**src/core/stpc_pkg.sv**
```systemverilog
// package: constants of the transmit coding and pattern test block
package stpc_pkg;
    // register offsets (byte addresses)
    localparam logic [7:0] REG_CTRL     = 8'h00;
    localparam logic [7:0] REG_STATUS   = 8'h04;
    localparam logic [7:0] REG_IRQ_STAT = 8'h08;
    localparam logic [7:0] REG_IRQ_EN   = 8'h0C;
    localparam logic [7:0] REG_IRQ_CLR  = 8'h10;
    // control fields
    localparam int CTRL_MODE_LSB = 0;
    localparam int CTRL_W10_BIT  = 3;
    localparam int CTRL_LOOP_BIT = 4;
    localparam logic [4:0] CTRL_RESET = 5'h00;
    // interrupt bits
    localparam int IRQ_DONE = 0;
    localparam int IRQ_ERR  = 1;
    localparam int IRQ_OVF  = 2;
    localparam int IRQ_UNF  = 3;
    localparam int IRQ_N    = 4;
    // fifo
    localparam int FIFO_DEPTH = 4;
    localparam int FIFO_AW    = 2;
    localparam int FIFO_W     = 11;
    // pattern generator and verifier
    localparam int LFSR_W  = 23;
    localparam int ERR_MIN = 3;
    localparam logic [23:0] PER_P7  = 24'h00_007F;
    localparam logic [23:0] PER_P8  = 24'h00_00FF;
    localparam logic [23:0] PER_P10 = 24'h00_03FF;
    localparam logic [23:0] PER_P23 = 24'h7F_FFFF;
    localparam logic [9:0] HF_WORD = 10'h2AA;
    localparam logic [9:0] LF_WORD = 10'h3E0;
    typedef enum logic [2:0] {
        PM_OFF  = 3'b000,
        PM_P7   = 3'b001,
        PM_P8   = 3'b010,
        PM_P10  = 3'b011,
        PM_P23  = 3'b100,
        PM_HF   = 3'b101,
        PM_LF   = 3'b110
    } stpc_mode_t;
endpackage

```
**src/core/stpc_top.sv**
```systemverilog
// transmit coding path with pattern generator and pattern verifier
//
// Behaviour
// [RL1] generator emits 8- or 10-bit words per configured width; LF_WORD stays 10 bits in 8-bit width until the serializer mask
// [RL2] fixed high/low frequency patterns get no verifier, no done/error
// [RL3] loopback routes generated pattern into the receive verifier
// [RL4] done rises after alignment and a full pattern cycle; held until rx reset
// [RL5] after done, an error holds error flag >=3 cycles; clean sequence clears it
// [RL6] tx reset clears the generator, rx reset clears the verifier
// [RL7] fabric presents transmit data synchronous to the transmit clock
// [RL8] channel drives its own transmit interface clock out
// [RL9] fabric write clock may stand in for the fifo write clock
// [RL10] fifo error output high while fifo is full or empty
// [RL11] control select chooses K or D code group, carried through fifo
// [RL12] force disparity uses given value, else running disparity; via fifo
// [RL13] forced value high picks negative, low picks positive disparity
// [RL14] polarity input inverts every word bit; held two cycles by fabric
// [RL15] slip amount 0..9 sets bits slipped before serializer
// [RL16] force idle puts output buffer to electrical idle levels
// [RL17] each random pattern restarts after a full iteration
// [RL18] generator before serializer, verifier after word aligner
//
// Decided for this implementation: the placing of the registers and the plain strobed port.
`timescale 1ns/100ps
module stpc_top (
    // clock and resets
    input  wire logic        clk,
    input  wire logic        rst,
    input  wire logic        tx_rst,
    input  wire logic        rx_rst,
    // register port
    input  wire logic [7:0]  reg_addr,
    input  wire logic [31:0] reg_wdata,
    input  wire logic        reg_wr,
    input  wire logic        reg_rd,
    output logic      [31:0] reg_rdata,
    output logic             irq,
    // fabric transmit side
    input  wire logic        tx_wr,
    input  wire logic [7:0]  tx_data,
    input  wire logic        tx_ctrl,
    input  wire logic        tx_force_disp,
    input  wire logic        tx_disp_val,
    input  wire logic        tx_invert,
    input  wire logic [3:0]  tx_slip_amount,
    input  wire logic        force_line_idle,
    output logic             tx_if_clk,
    output logic             fifo_err,
    // encoder stage
    output logic             enc_valid,
    output logic [7:0]       enc_byte,
    output logic             enc_k,
    output logic             enc_force,
    output logic             enc_neg,
    input  wire logic [9:0]  enc_word,
    // serializer and receive side
    output logic [9:0]       ser_word,
    output logic             ser_idle,
    input  wire logic [9:0]  rx_word,
    input  wire logic        rx_aligned,
    output logic             chk_done,
    output logic             chk_err
);
    // =========================================================
    // registers
    localparam int IRQ_N = stpc_pkg::IRQ_N;
    logic [4:0]          ctrl;
    logic [IRQ_N-1:0]    irq_stat;
    logic [IRQ_N-1:0]    irq_en;
    wire  [2:0] mode_raw = ctrl[stpc_pkg::CTRL_MODE_LSB +: 3];
    wire        w10      = ctrl[stpc_pkg::CTRL_W10_BIT];
    wire        loop_en  = ctrl[stpc_pkg::CTRL_LOOP_BIT];
    wire        is_prbs  = (mode_raw >= 3'h1) && (mode_raw <= 3'h4);
    wire        sel_ctrl = reg_wr && (reg_addr == stpc_pkg::REG_CTRL);
    wire        sel_en   = reg_wr && (reg_addr == stpc_pkg::REG_IRQ_EN);
    wire        sel_clr  = reg_wr && (reg_addr == stpc_pkg::REG_IRQ_CLR);

    // =========================================================
    // phase compensation fifo
    logic [stpc_pkg::FIFO_W-1:0] fifo_mem [stpc_pkg::FIFO_DEPTH];
    logic [stpc_pkg::FIFO_AW:0]  wptr;
    logic [stpc_pkg::FIFO_AW:0]  rptr;
    wire  fifo_empty = (wptr == rptr);
    wire  fifo_full  = (wptr[1:0] == rptr[1:0]) && (wptr[2] != rptr[2]);
    wire  do_wr      = tx_wr && !fifo_full;
    wire  do_rd      = !fifo_empty;
    wire  [stpc_pkg::FIFO_W-1:0] fifo_in  = {tx_ctrl, tx_force_disp, tx_disp_val, tx_data}; // RL11 RL12
    wire  [stpc_pkg::FIFO_W-1:0] fifo_out = fifo_mem[rptr[1:0]];

    // write side runs on clk; one-domain build of the optional write clock
    always_ff @(posedge clk) begin // RL9 RL7
        if (do_wr) begin
            fifo_mem[wptr[1:0]] <= fifo_in;
        end
    end

    always_ff @(posedge clk) begin
        if (rst || tx_rst) begin
            wptr <= '0;
            rptr <= '0;
        end else begin
            if (do_wr) begin
                wptr <= wptr + 3'h1;
            end
            if (do_rd) begin
                rptr <= rptr + 3'h1;
            end
        end
    end

    wire next_fifo_err = (wptr + (do_wr ? 3'h1 : 3'h0) == rptr + (do_rd ? 3'h1 : 3'h0))
                       || (((wptr + (do_wr ? 3'h1 : 3'h0)) ^ (rptr + (do_rd ? 3'h1 : 3'h0))) == 3'h4);

    // encoder controls leave the fifo together with their byte
    always_ff @(posedge clk) begin
        if (rst || tx_rst) begin
            enc_valid <= 1'b0;
            enc_byte  <= 8'h00;
            enc_k     <= 1'b0;
            enc_force <= 1'b0;
            enc_neg   <= 1'b0;
            fifo_err  <= 1'b1;
        end else begin
            enc_valid <= do_rd;
            if (do_rd) begin
                enc_byte  <= fifo_out[7:0];
                enc_k     <= fifo_out[10];     // RL11
                enc_force <= fifo_out[9];      // RL12
                enc_neg   <= fifo_out[9] && fifo_out[8]; // RL13
            end
            fifo_err <= next_fifo_err;         // RL10
        end
    end

    // =========================================================
    // asynchronous control inputs
    logic       inv_s1;
    logic       inv_s2;
    logic       idle_s1;
    logic       idle_s2;
    logic [3:0] slip_s1;
    logic [3:0] slip_s2;
    always_ff @(posedge clk) begin
        inv_s1  <= tx_invert;
        inv_s2  <= inv_s1;
        idle_s1 <= force_line_idle;
        idle_s2 <= idle_s1;
        slip_s1 <= tx_slip_amount;
        slip_s2 <= slip_s1;
    end

    // =========================================================
    // pattern generator
    function automatic logic fb(input logic [22:0] s, input logic [2:0] m);
        case (m)
            3'h1:    fb = s[6] ^ s[5];
            3'h2:    fb = s[7] ^ s[6];
            3'h3:    fb = s[9] ^ s[6];
            3'h4:    fb = s[22] ^ s[17];
            default: fb = 1'b0;
        endcase
    endfunction

    logic [22:0] gen_state;
    logic [22:0] next_gen_state;
    logic [9:0]  gen_word;
    always_comb begin // RL1 RL17
        next_gen_state = gen_state;
        gen_word       = 10'h000;
        for (int i = 0; i < 10; i++) begin
            if (i < (w10 ? 10 : 8)) begin
                gen_word       = {gen_word[8:0], fb(next_gen_state, mode_raw)};
                next_gen_state = {next_gen_state[21:0], fb(next_gen_state, mode_raw)};
            end
        end
        if (mode_raw == stpc_pkg::PM_HF) begin
            gen_word = w10 ? stpc_pkg::HF_WORD : {2'b00, stpc_pkg::HF_WORD[7:0]};
        end else if (mode_raw == stpc_pkg::PM_LF) begin
            gen_word = stpc_pkg::LF_WORD;
        end
    end

    always_ff @(posedge clk) begin
        if (rst || tx_rst || !is_prbs) begin // RL6
            gen_state <= '1;
        end else begin
            gen_state <= next_gen_state;
        end
    end

    // =========================================================
    // polarity, slip and serializer word
    wire  [9:0] wmask   = w10 ? 10'h3FF : 10'h0FF;
    wire  [9:0] tx_src  = (mode_raw == stpc_pkg::PM_OFF) ? enc_word : gen_word; // RL18
    wire  [9:0] tx_pol  = (tx_src ^ (inv_s2 ? 10'h3FF : 10'h000)) & wmask;     // RL14
    logic [9:0] prev_word;
    wire  [19:0] slip_cat = {prev_word, tx_pol};
    wire  [3:0]  slip_amt = (slip_s2 > 4'h9) ? 4'h9 : slip_s2;
    wire  [9:0]  next_ser = 10'((slip_cat >> slip_amt)) & wmask;               // RL15

    always_ff @(posedge clk) begin
        if (rst || tx_rst) begin
            prev_word <= 10'h000;
            ser_word  <= 10'h000;
            ser_idle  <= 1'b0;
            tx_if_clk <= 1'b0;
        end else begin
            prev_word <= tx_pol;
            ser_word  <= idle_s2 ? 10'h000 : next_ser;
            ser_idle  <= idle_s2;              // RL16
            tx_if_clk <= ~tx_if_clk;           // RL8
        end
    end

    // =========================================================
    // pattern verifier
    wire  [9:0] chk_in = loop_en ? gen_word : rx_word; // RL3
    logic [22:0] chk_state;
    logic [22:0] next_chk_state;
    logic        bad;
    always_comb begin
        next_chk_state = chk_state;
        bad            = 1'b0;
        for (int i = 0; i < 10; i++) begin
            if (i < (w10 ? 10 : 8)) begin
                bad = bad | (fb(next_chk_state, mode_raw) != chk_in[(w10 ? 9 : 7) - i]);
                next_chk_state = {next_chk_state[21:0], chk_in[(w10 ? 9 : 7) - i]};
            end
        end
    end

    logic [23:0] bit_cnt;
    logic [1:0]  err_hold;
    wire  [23:0] period = (mode_raw == stpc_pkg::PM_P7)  ? stpc_pkg::PER_P7  :
                          (mode_raw == stpc_pkg::PM_P8)  ? stpc_pkg::PER_P8  :
                          (mode_raw == stpc_pkg::PM_P10) ? stpc_pkg::PER_P10 : stpc_pkg::PER_P23;
    wire  [23:0] step   = w10 ? 24'h00_000A : 24'h00_0008;
    wire         primed = bit_cnt >= 24'(stpc_pkg::LFSR_W);
    wire         mism   = primed && bad;
    wire         cycle  = (bit_cnt + step) >= period;
    wire         active = is_prbs && rx_aligned; // RL2 RL18

    always_ff @(posedge clk) begin
        if (rst || rx_rst || !is_prbs) begin // RL6 RL2
            chk_state <= '0;
            bit_cnt   <= 24'h00_0000;
            chk_done  <= 1'b0;
            chk_err   <= 1'b0;
            err_hold  <= 2'h0;
        end else if (active) begin
            chk_state <= next_chk_state;
            if (mism || cycle) begin
                bit_cnt <= (mism ? 24'(stpc_pkg::LFSR_W) : 24'h00_0000);
            end else begin
                bit_cnt <= bit_cnt + step;
            end
            if (cycle && !mism) begin
                chk_done <= 1'b1;              // RL4
            end
            if (chk_done && mism) begin
                chk_err  <= 1'b1;              // RL5
                err_hold <= 2'(stpc_pkg::ERR_MIN - 1);
            end else if (err_hold != 2'h0) begin
                err_hold <= err_hold - 2'h1;
            end else if (cycle) begin
                chk_err  <= 1'b0;              // RL5
            end
        end else if (err_hold != 2'h0) begin
            err_hold <= err_hold - 2'h1;
        end
    end

    // =========================================================
    // interrupts and register reads
    logic done_d;
    logic err_d;
    wire [IRQ_N-1:0] irq_evt = {fifo_empty && enc_valid, tx_wr && fifo_full,
                                chk_err && !err_d, chk_done && !done_d};
    always_ff @(posedge clk) begin
        if (rst) begin
            ctrl     <= stpc_pkg::CTRL_RESET;
            irq_en   <= '0;
            irq_stat <= '0;
            irq      <= 1'b0;
            done_d   <= 1'b0;
            err_d    <= 1'b0;
        end else begin
            if (sel_ctrl) begin
                ctrl <= reg_wdata[4:0];
            end
            if (sel_en) begin
                irq_en <= reg_wdata[IRQ_N-1:0];
            end
            irq_stat <= irq_evt | (irq_stat & ~(sel_clr ? reg_wdata[IRQ_N-1:0] : '0));
            irq      <= |(irq_stat & irq_en);
            done_d   <= chk_done;
            err_d    <= chk_err;
        end
    end

    wire [31:0] rd_mux = (reg_addr == stpc_pkg::REG_CTRL)     ? {27'h0, ctrl} :
                         (reg_addr == stpc_pkg::REG_STATUS)   ? {27'h0, fifo_err, fifo_full,
                                                                 fifo_empty, chk_err, chk_done} :
                         (reg_addr == stpc_pkg::REG_IRQ_STAT) ? {28'h0, irq_stat} :
                         (reg_addr == stpc_pkg::REG_IRQ_EN)   ? {28'h0, irq_en} : 32'h0000_0000;
    always_ff @(posedge clk) begin
        if (rst) begin
            reg_rdata <= 32'h0000_0000;
        end else begin
            reg_rdata <= reg_rd ? rd_mux : 32'h0000_0000;
        end
    end

    // =========================================================
    // checks
    AST_FIFO_ERR: assert property (@(posedge clk) disable iff (rst || tx_rst) // RL10
        (fifo_full || fifo_empty) |-> ##1 fifo_err || $past(do_wr) || $past(do_rd))
        else $error("fifo error not raised");
    AST_KSEL: assert property (@(posedge clk) disable iff (rst || tx_rst) // RL11
        do_rd |=> enc_k == $past(fifo_out[10]))
        else $error("control select lost");
    AST_DISP: assert property (@(posedge clk) disable iff (rst || tx_rst) // RL13
        enc_neg |-> enc_force)
        else $error("negative disparity without forcing");
    AST_INV: assert property (@(posedge clk) disable iff (rst || tx_rst) // RL14
        (!idle_s2 && slip_s2 == 4'h0) |=> ser_word == $past(tx_pol))
        else $error("serializer word mismatch");
    AST_IDLE: assert property (@(posedge clk) disable iff (rst || tx_rst) // RL16
        idle_s2 |=> ser_idle && ser_word == 10'h000)
        else $error("idle not applied");
    AST_DONE_HOLD: assert property (@(posedge clk) disable iff (rst || rx_rst || !is_prbs) // RL4
        chk_done |=> chk_done)
        else $error("done dropped without reset");
    AST_ERR_MIN: assert property (@(posedge clk) disable iff (rst || rx_rst || !is_prbs) // RL5
        $rose(chk_err) |-> chk_err [*3])
        else $error("error flag shorter than three cycles");
    AST_NO_FIXED: assert property (@(posedge clk) disable iff (rst) // RL2
        (mode_raw >= 3'h5) |=> !chk_done && !chk_err)
        else $error("fixed pattern verified");
    AST_RXRST: assert property (@(posedge clk) // RL6
        (rx_rst && !rst) |=> !chk_done && !chk_err)
        else $error("rx reset ignored");
    COV_DONE: cover property (@(posedge clk) disable iff (rst) $rose(chk_done));
    COV_ERR: cover property (@(posedge clk) disable iff (rst) $rose(chk_err));
    COV_FULL: cover property (@(posedge clk) disable iff (rst) fifo_full && tx_wr);
    COV_LOOP: cover property (@(posedge clk) disable iff (rst) loop_en && chk_done);
endmodule

```
**config.mk**
```make
export PLATFORM = sky130hd
export DESIGN_NAME = stpc_top
export DESIGN_NICKNAME = d
export VERILOG_FILES = /design/src/core/stpc_pkg.sv /design/src/core/stpc_top.sv
export SDC_FILE = /design/constraint.sdc
export NUM_CORES = 1
export LEC_CHECK = 0
export BUFFER_PORTS_ARGS = -buffer_cell sky130_fd_sc_hd__buf_2
export CAP_MARGIN = 15
export CORE_MARGIN = 3
export CORE_UTILIZATION = 60
export CTS_CLUSTER_DIAMETER = 60
export DETAILED_ROUTE_END_ITERATION = 10
export GPL_TIMING_DRIVEN = 0
export HOLD_SLACK_MARGIN = 0.08
export PLACE_DENSITY = 0.84
export SLEW_MARGIN = 40
export SYNTH_ARGS = -nofsm -noshare
export SYNTH_HDL_FRONTEND = slang
export SYNTH_SLANG_ARGS = --single-unit
```
**constraint.sdc**
```tcl
create_clock -name clk -period 5.79 [get_ports clk]
set_input_delay 1.158 -clock clk [delete_from_list [all_inputs] [get_ports clk]]
set_output_delay 1.158 -clock clk [all_outputs]
set_load 0.01 [all_outputs]
```
# Word level (Yosys, flattened, before mapping)
# Memories as Yosys holds them, arrays and structs flattened. A register that Yosys moved wholly into a read port is not among the register bits.
# Index checks and enable logic that the tools add are counted.
[classes]
addsub = 15
magnitude_cmp = 25
eq_ne = 26
n_shift = 1
mux = 133
bitwise = 99
n_reduce_logical = 37
[op_table]
columns = ["operator", "count"]
rows = [
  ["23-bit 2-to-1 mux", 23],
  ["32-bit by 6-bit less-than comparator with 1-bit output, second input constant", 9],
  ["10-bit 2-to-1 mux", 16],
  ["4-bit by 32-bit less-than comparator with 1-bit output, first input constant", 4],
  ["32-bit by 4-bit subtractor with 32-bit output, second input constant", 4],
  ["1-bit case mux with 4 select lines", 20],
  ["1-bit bitwise XOR", 80],
  ["3-bit by 32-bit less-than comparator with 1-bit output, first input constant", 2],
  ["32-bit by 3-bit subtractor with 32-bit output, second input constant", 2],
  ["1-bit 2-to-1 mux", 48],
  ["1-bit binary-select mux with 4-bit select", 10],
  ["1-bit by 32-bit less-than comparator with 1-bit output, first input constant", 1],
  ["2-bit by 32-bit less-than comparator with 1-bit output, first input constant", 1],
  ["5-bit by 32-bit less-than comparator with 1-bit output, first input constant", 1],
  ["32-bit by 2-bit subtractor with 32-bit output, second input constant", 1],
  ["32-bit by 5-bit subtractor with 32-bit output, second input constant", 1],
  ["24-bit by 4-bit adder with 24-bit output", 1],
  ["24-bit by 23-bit >= comparator with 1-bit output", 1],
  ["24-bit by 5-bit >= comparator with 1-bit output, second input constant", 1],
  ["24-bit 2-to-1 mux", 1],
  ["10-bit AND", 2],
  ["4-bit 2-to-1 mux", 5],
  ["20-bit by 4-bit >> shifter with 10-bit output", 1],
  ["8-bit by 4-bit equality test with 1-bit output, second input constant", 2],
  ["38 further kinds", 99],
]
[word_totals]
reg_bits = 175
ram_bits = 44
word_cells = 369
mem_count = 1
[memory_table]
columns = ["name", "words", "width", "read_ports", "rd_clocked_by_memory_dff", "write_ports", "line", "rtl"]
rows = [
  ["fifo_mem", 4, 11, 1, 1, 1, "stpc_top.sv:80", "logic [stpc_pkg::FIFO_W-1:0] fifo_mem [stpc_pkg::FIFO_DEPTH];"],
]

# Longest topological paths before layout
[depth]
ltp_word = 63
mapped_depth = 21
depth_no_buf = 19

# Worst setup path after synthesis
# Ideal clock, no wire load.
[synth_timing]
path_type = "reg2reg"
start = "register ctrl[3]"
end = "register chk_err"
arrival_ns = 3.837
setup_slack_ns = 1.836
path_stages_with_launch = 21
n_path_buf = 2
path_cell_list = "dfxtp_1 -> ha_1 -> a21o_1 -> and3_1 -> and3_1 -> clkbuf_1 -> nand3_1 -> nor3_1 -> xnor2_1 -> inv_1 -> ha_1 -> and4_1 -> nand2_1 -> o221ai_1 -> nor2_1 -> a211o_1 -> nand2_1 -> clkbuf_1 -> nand2_1 -> o311a_1 -> a31o_2"
[synth_between]
elab_chain_cells = 46
[synth_rtl]
columns = ["element", "line", "rtl"]
rows = [
  ["start: declaration", "stpc_top.sv:67", "logic [4:0] ctrl;"],
  ["start signal: assignment", "stpc_top.sv:281", "ctrl <= stpc_pkg::CTRL_RESET;"],
  ["start signal: assignment", "stpc_top.sv:289", "ctrl <= reg_wdata[4:0];"],
  ["2-bit 2-to-1 mux", "stpc_top.sv:171, stpc_top.sv:225, stpc_top.sv:237", ""],
  ["1-bit by 32-bit less-than comparator with 1-bit output", "stpc_top.sv:171, stpc_top.sv:225", ""],
  ["23-bit 2-to-1 mux", "stpc_top.sv:171", "if (i < (w10 ? 10 : 8)) begin"],
  ["1-bit bitwise XOR (tied with other cells)", "stpc_top.sv:159", "3'h4: fb = s[22] ^ s[17];"],
  ["1-bit case mux with 4 select lines (tied with other cells)", "stpc_top.sv:155", "case (m)"],
  ["23-bit 2-to-1 mux (tied with other cells)", "stpc_top.sv:171", ""],
  ["23-bit 2-to-1 mux or 1-bit case mux with 4 select lines (tied branches)", "stpc_top.sv:171, stpc_top.sv:155", ""],
  ["23-bit 2-to-1 mux (4 in series)", "stpc_top.sv:171", ""],
  ["[27 not listed]", "-", ""],
  ["1-bit bitwise OR", "stpc_top.sv:226", "bad = bad | (fb(next_chk_state, mode_raw) != chk_in[(w10 ? 9 : 7) - i]);"],
  ["1-bit 2-to-1 mux", "stpc_top.sv:225", "if (i < (w10 ? 10 : 8)) begin"],
  ["1-bit bitwise OR", "stpc_top.sv:226", ""],
  ["1-bit 2-to-1 mux", "stpc_top.sv:225", ""],
  ["1-bit logical AND", "stpc_top.sv:239", "wire mism = primed && bad;"],
  ["1-bit logical AND", "stpc_top.sv:260", "if (chk_done && mism) begin"],
  ["2-bit inequality test (no source line) or 2-bit nonzero test (tied branches)", "-", ""],
  ["3-bit AND reduction (no source line)", "-", ""],
  ["end signal: assignment", "stpc_top.sv:248", "chk_err <= 1'b0;"],
  ["end signal: assignment", "stpc_top.sv:261", "chk_err <= 1'b1;"],
  ["end signal: assignment", "stpc_top.sv:266", "chk_err <= 1'b0;"],
  ["end: declaration", "stpc_top.sv:62", "output logic chk_err"],
]
# Parallel ways exist; a longest one is shown, timed or not. The select of a mux whose other input is x is not followed.
# A chain may end at the register's enable or synchronous reset.

# Worst setup path after layout
# Same ends and word-level chain as after synthesis.

==> results.json <==
{
  "crit_buf_inv": 3,
  "cts_tree": "built",
  "postPlaceCellArea_sq_um": 11700,
  "hold_buffers": 0,
  "syn-instance-count": 1188,
  "htree_levels": 4,
  "regArea_sq_um": 4300,
  "post-route-min-period_ns": 5.01,
  "fin_util": 0.708,
  "synth_xor_area_frac": 0.0738,
  "cts_max_path_buffers": 2,
  "initialDrtViolationCount": 1037,
  "core_sq_um": 17500,
  "wl_per_cell_um": 19.8,
  "fp.dieH_um": 141,
  "grt_antenna_before_repair": 4,
  "timing.final.ws_setup_ns": 0.783,
  "io_pins": 145,
  "postRouteAntennaNets": 0,
  "powerDensity_nw_per_um2": 235,
  "vias": 9655,
  "p_int_mw": 2.11,
  "hold_viol": 0,
  "crit_chain": "ha_1, a21o_1, and3_1, and3_1, clkbuf_1, nand3_1, nor3_1, xnor2_1, inv_1, ha_1, and4_1, nand2_1, o221ai_1, a31oi_1, a211o_1, nand2_1, clkbuf_1, nand2_1, o311a_1, a31o_2",
  "num-nets-final": 1431,
  "cp-start-kind": "register",
  "dieArea_sq_um": 19900,
  "cp_num_cells": 20,
  "dp_cells": 1527,
  "p_switching_mw": 0.802,
  "die_w_um": 141,
  "p_seq_frac": 0.484,
  "fillCellCount": 1308,
  "grt_use_total": 0.308,
  "synth-adder-area-share": 0.0287,
  "cp_slowest_cell": "dfxtp_1",
  "overflow": 0,
  "area_delta_synth_final_pct": 13.7,
  "rows": 48,
  "synth_area_per_cell_sq_um": 9.19,
  "hp-class": "register to register",
  "report.final.setup_viol": 0,
  "status": "finished clean",
  "yosys.area_share.simple": 0.167,
  "grt_max_degree": 26,
  "fin_skew_ns": 0.0217,
  "crit_type": "register to register",
  "max_freq_ghz": 0.200,
  "sw_frac_of_total": 0.275,
  "first_global_vias": 9099,
  "cp.required_ns": 6.14,
  "tightest_slew_ns": 0.884,
  "layout_commonest_cell": "dfxtp_1",
  "synthMuxAreaShare": 0.103,
  "p_leak_nw": 4.86,
  "clockRootBuffer": "clkbuf_16",
  "synth_compound_area_frac": 0.170,
  "cts_resized": 0,
  "drc": 0,
  "cp.arrival_ns": 5.35,
  "synth_seq_cells": 193,
  "cts_buffers": 17,
  "insertion_delay_ns": 0.45,
  "min_path_cells": 0,
  "critPathMaxStageDelay_ns": 0.63,
  "gp_congestion": 0.992,
  "rsz0062_at_grt": "false",
  "layout_common_cells": "dfxtp_1, nand2_1, nor2_1",
  "synth_edf_count": 44,
  "final_area_sq_um": 12400,
  "maxSlewHeadroom": 0.405,
  "first_pass_iters": 6,
  "path_max_fanout": 10,
  "grt_pass1_wl_mm": 48.5,
  "ys_seq_area_frac": 0.394,
  "synth.distinct_cells": 81,
  "drive_gt1_frac": 0.163,
  "netlist_area_sq_um": 10900,
  "multi_input_area_sq_um": 6040,
  "dpl.hpwl_mm": 22.2,
  "crit_top_cell": "nand2_1",
  "drt-total-wl_mm": 30.9,
  "port_buffers": 88,
  "crit_family": "simple AND/OR/NAND/NOR gates",
  "ys_warn_count": 0,
  "async_reset_ff_frac": 0,
  "cts.sinks": 193,
  "viasPerCell": 6.19,
  "synth_top_family_by_area": "compound AO/OA/AOI/OAI gates",
  "post-route-period-util": 0.865,
  "worst-r2r-cell-count": 20,
  "clk_pin_slew_worst_paths_ns": 0.09,
  "irDropWorstVdd_v": 0.000242,
  "dp_worst_setup_slack_ns": 0.941,
  "stdcell_count": 1560,
  "tns_ns": 0,
  "synth_ff_type": "dfxtp_1",
  "start_util": 0.623,
  "drv_cap": 0,
  "power_frac_comb": 0.074,
  "post_cts_buffers": 0,
  "drv_slew": 0,
  "crit_path_end_kind": "register",
  "p_clk_frac": 0.442
}
[cell usage after synthesis, drive strengths merged (13+ instances only)]
| master | n | share of area |
|---|---|---|
| inv | 36 | 0.012 |
| xor2 | 31 | 0.025 |
| nand3 | 18 | 0.0094 |
| a211oi | 29 | 0.021 |
| edfxtp | 44 | 0.12 |
| a22oi | 14 | 0.010 |
| o21ai | 54 | 0.029 |
| clkbuf | 63 | 0.022 |
| xnor2 | 61 | 0.049 |
| buf | 46 | 0.029 |
| nor2 | 106 | 0.036 |
| and3 | 22 | 0.013 |
| nand2 | 114 | 0.039 |
| a31oi | 13 | 0.0074 |
| mux2i | 70 | 0.064 |
| dfxtp | 149 | 0.27 |
| nor2b | 17 | 0.0097 |
| mux4 | 16 | 0.033 |
| nor3 | 18 | 0.0087 |
| ha | 25 | 0.029 |
| a21oi | 61 | 0.028 |
[power by group through the flow]
stage	registers [mW]	clock network, mW	logic, mW
after global placement	1.44	0	0.202
after global routing	1.41	1.34	0.235
after CTS	1.41	1.29	0.213
after detailed placement	1.44	0	0.208
after floorplan	1.44	0	0.140
final	1.41	1.29	0.217
[flip-flops by register name, summed over array words and instances, names as in the netlist, 2 cells and up, named ones only]
register,cells
fifo_mem,44
bit_cnt,24
chk_state,23
gen_state,23
ser_word,10
prev_word,9
enc_byte,8
ctrl,5
reg_rdata,5
irq_en,4
irq_stat,4
slip_s1,4
slip_s2,4
rptr,3
wptr,3
err_hold,2
[logic make-up (layout without fill, tap and decap cells)]
logic type      after synthesis  after routing
simple gates                374            374
buf+inv                     145            265
xor+xnor                     92             92
other cells                   1             28
flops                       193            193
mux                          92             92
compound gates              266            266
fa+ha+maj                    25             25
[metal layers]
metal,track usage,wire (um),up-vias
li1,-,-,4485
met1,0.419,12800,4552
met2,0.492,14300,523
met3,0.0597,2760,89
met4,0.108,992,6
met5,0,38,-
[area by class of cell]
cell class	instances	area share
diodes	1	0.000202
plain buffers	109	0.0447
clock buffers	17	0.0343
clock inverters	15	0.0184
inverters	36	0.0109
multi-input cells	876	0.487
flip-flops and latches	193	0.347
well taps	225	0.0227
repair buffers	88	0.0355
[through the flow]
stage	hold WS [ns]	power [mW]
final	0.332	2.91
after global routing	0.338	2.99
after CTS	0.333	2.92
after detailed placement	0.312	1.65
after global placement	0.310	1.64
after floorplan	0.310	1.58
[worst paths after layout]
| kind | slack (ns) | endpoint | from |
|---|---|---|---|
| hold reg to reg | 0.33 | slip_s2[1]$_DFF_P_ | slip_s1[1]$_DFF_P_ |
| setup / recovery | 0.78 | chk_err$_SDFFE_PP0P_ | ctrl[3]$_SDFFE_PP0P_ |
| setup reg to reg | 0.78 | chk_err$_SDFFE_PP0P_ | ctrl[3]$_SDFFE_PP0P_ |
| hold / removal | 0.33 | slip_s2[1]$_DFF_P_ | slip_s1[1]$_DFF_P_ |
(Power assumes the default switching activity.)
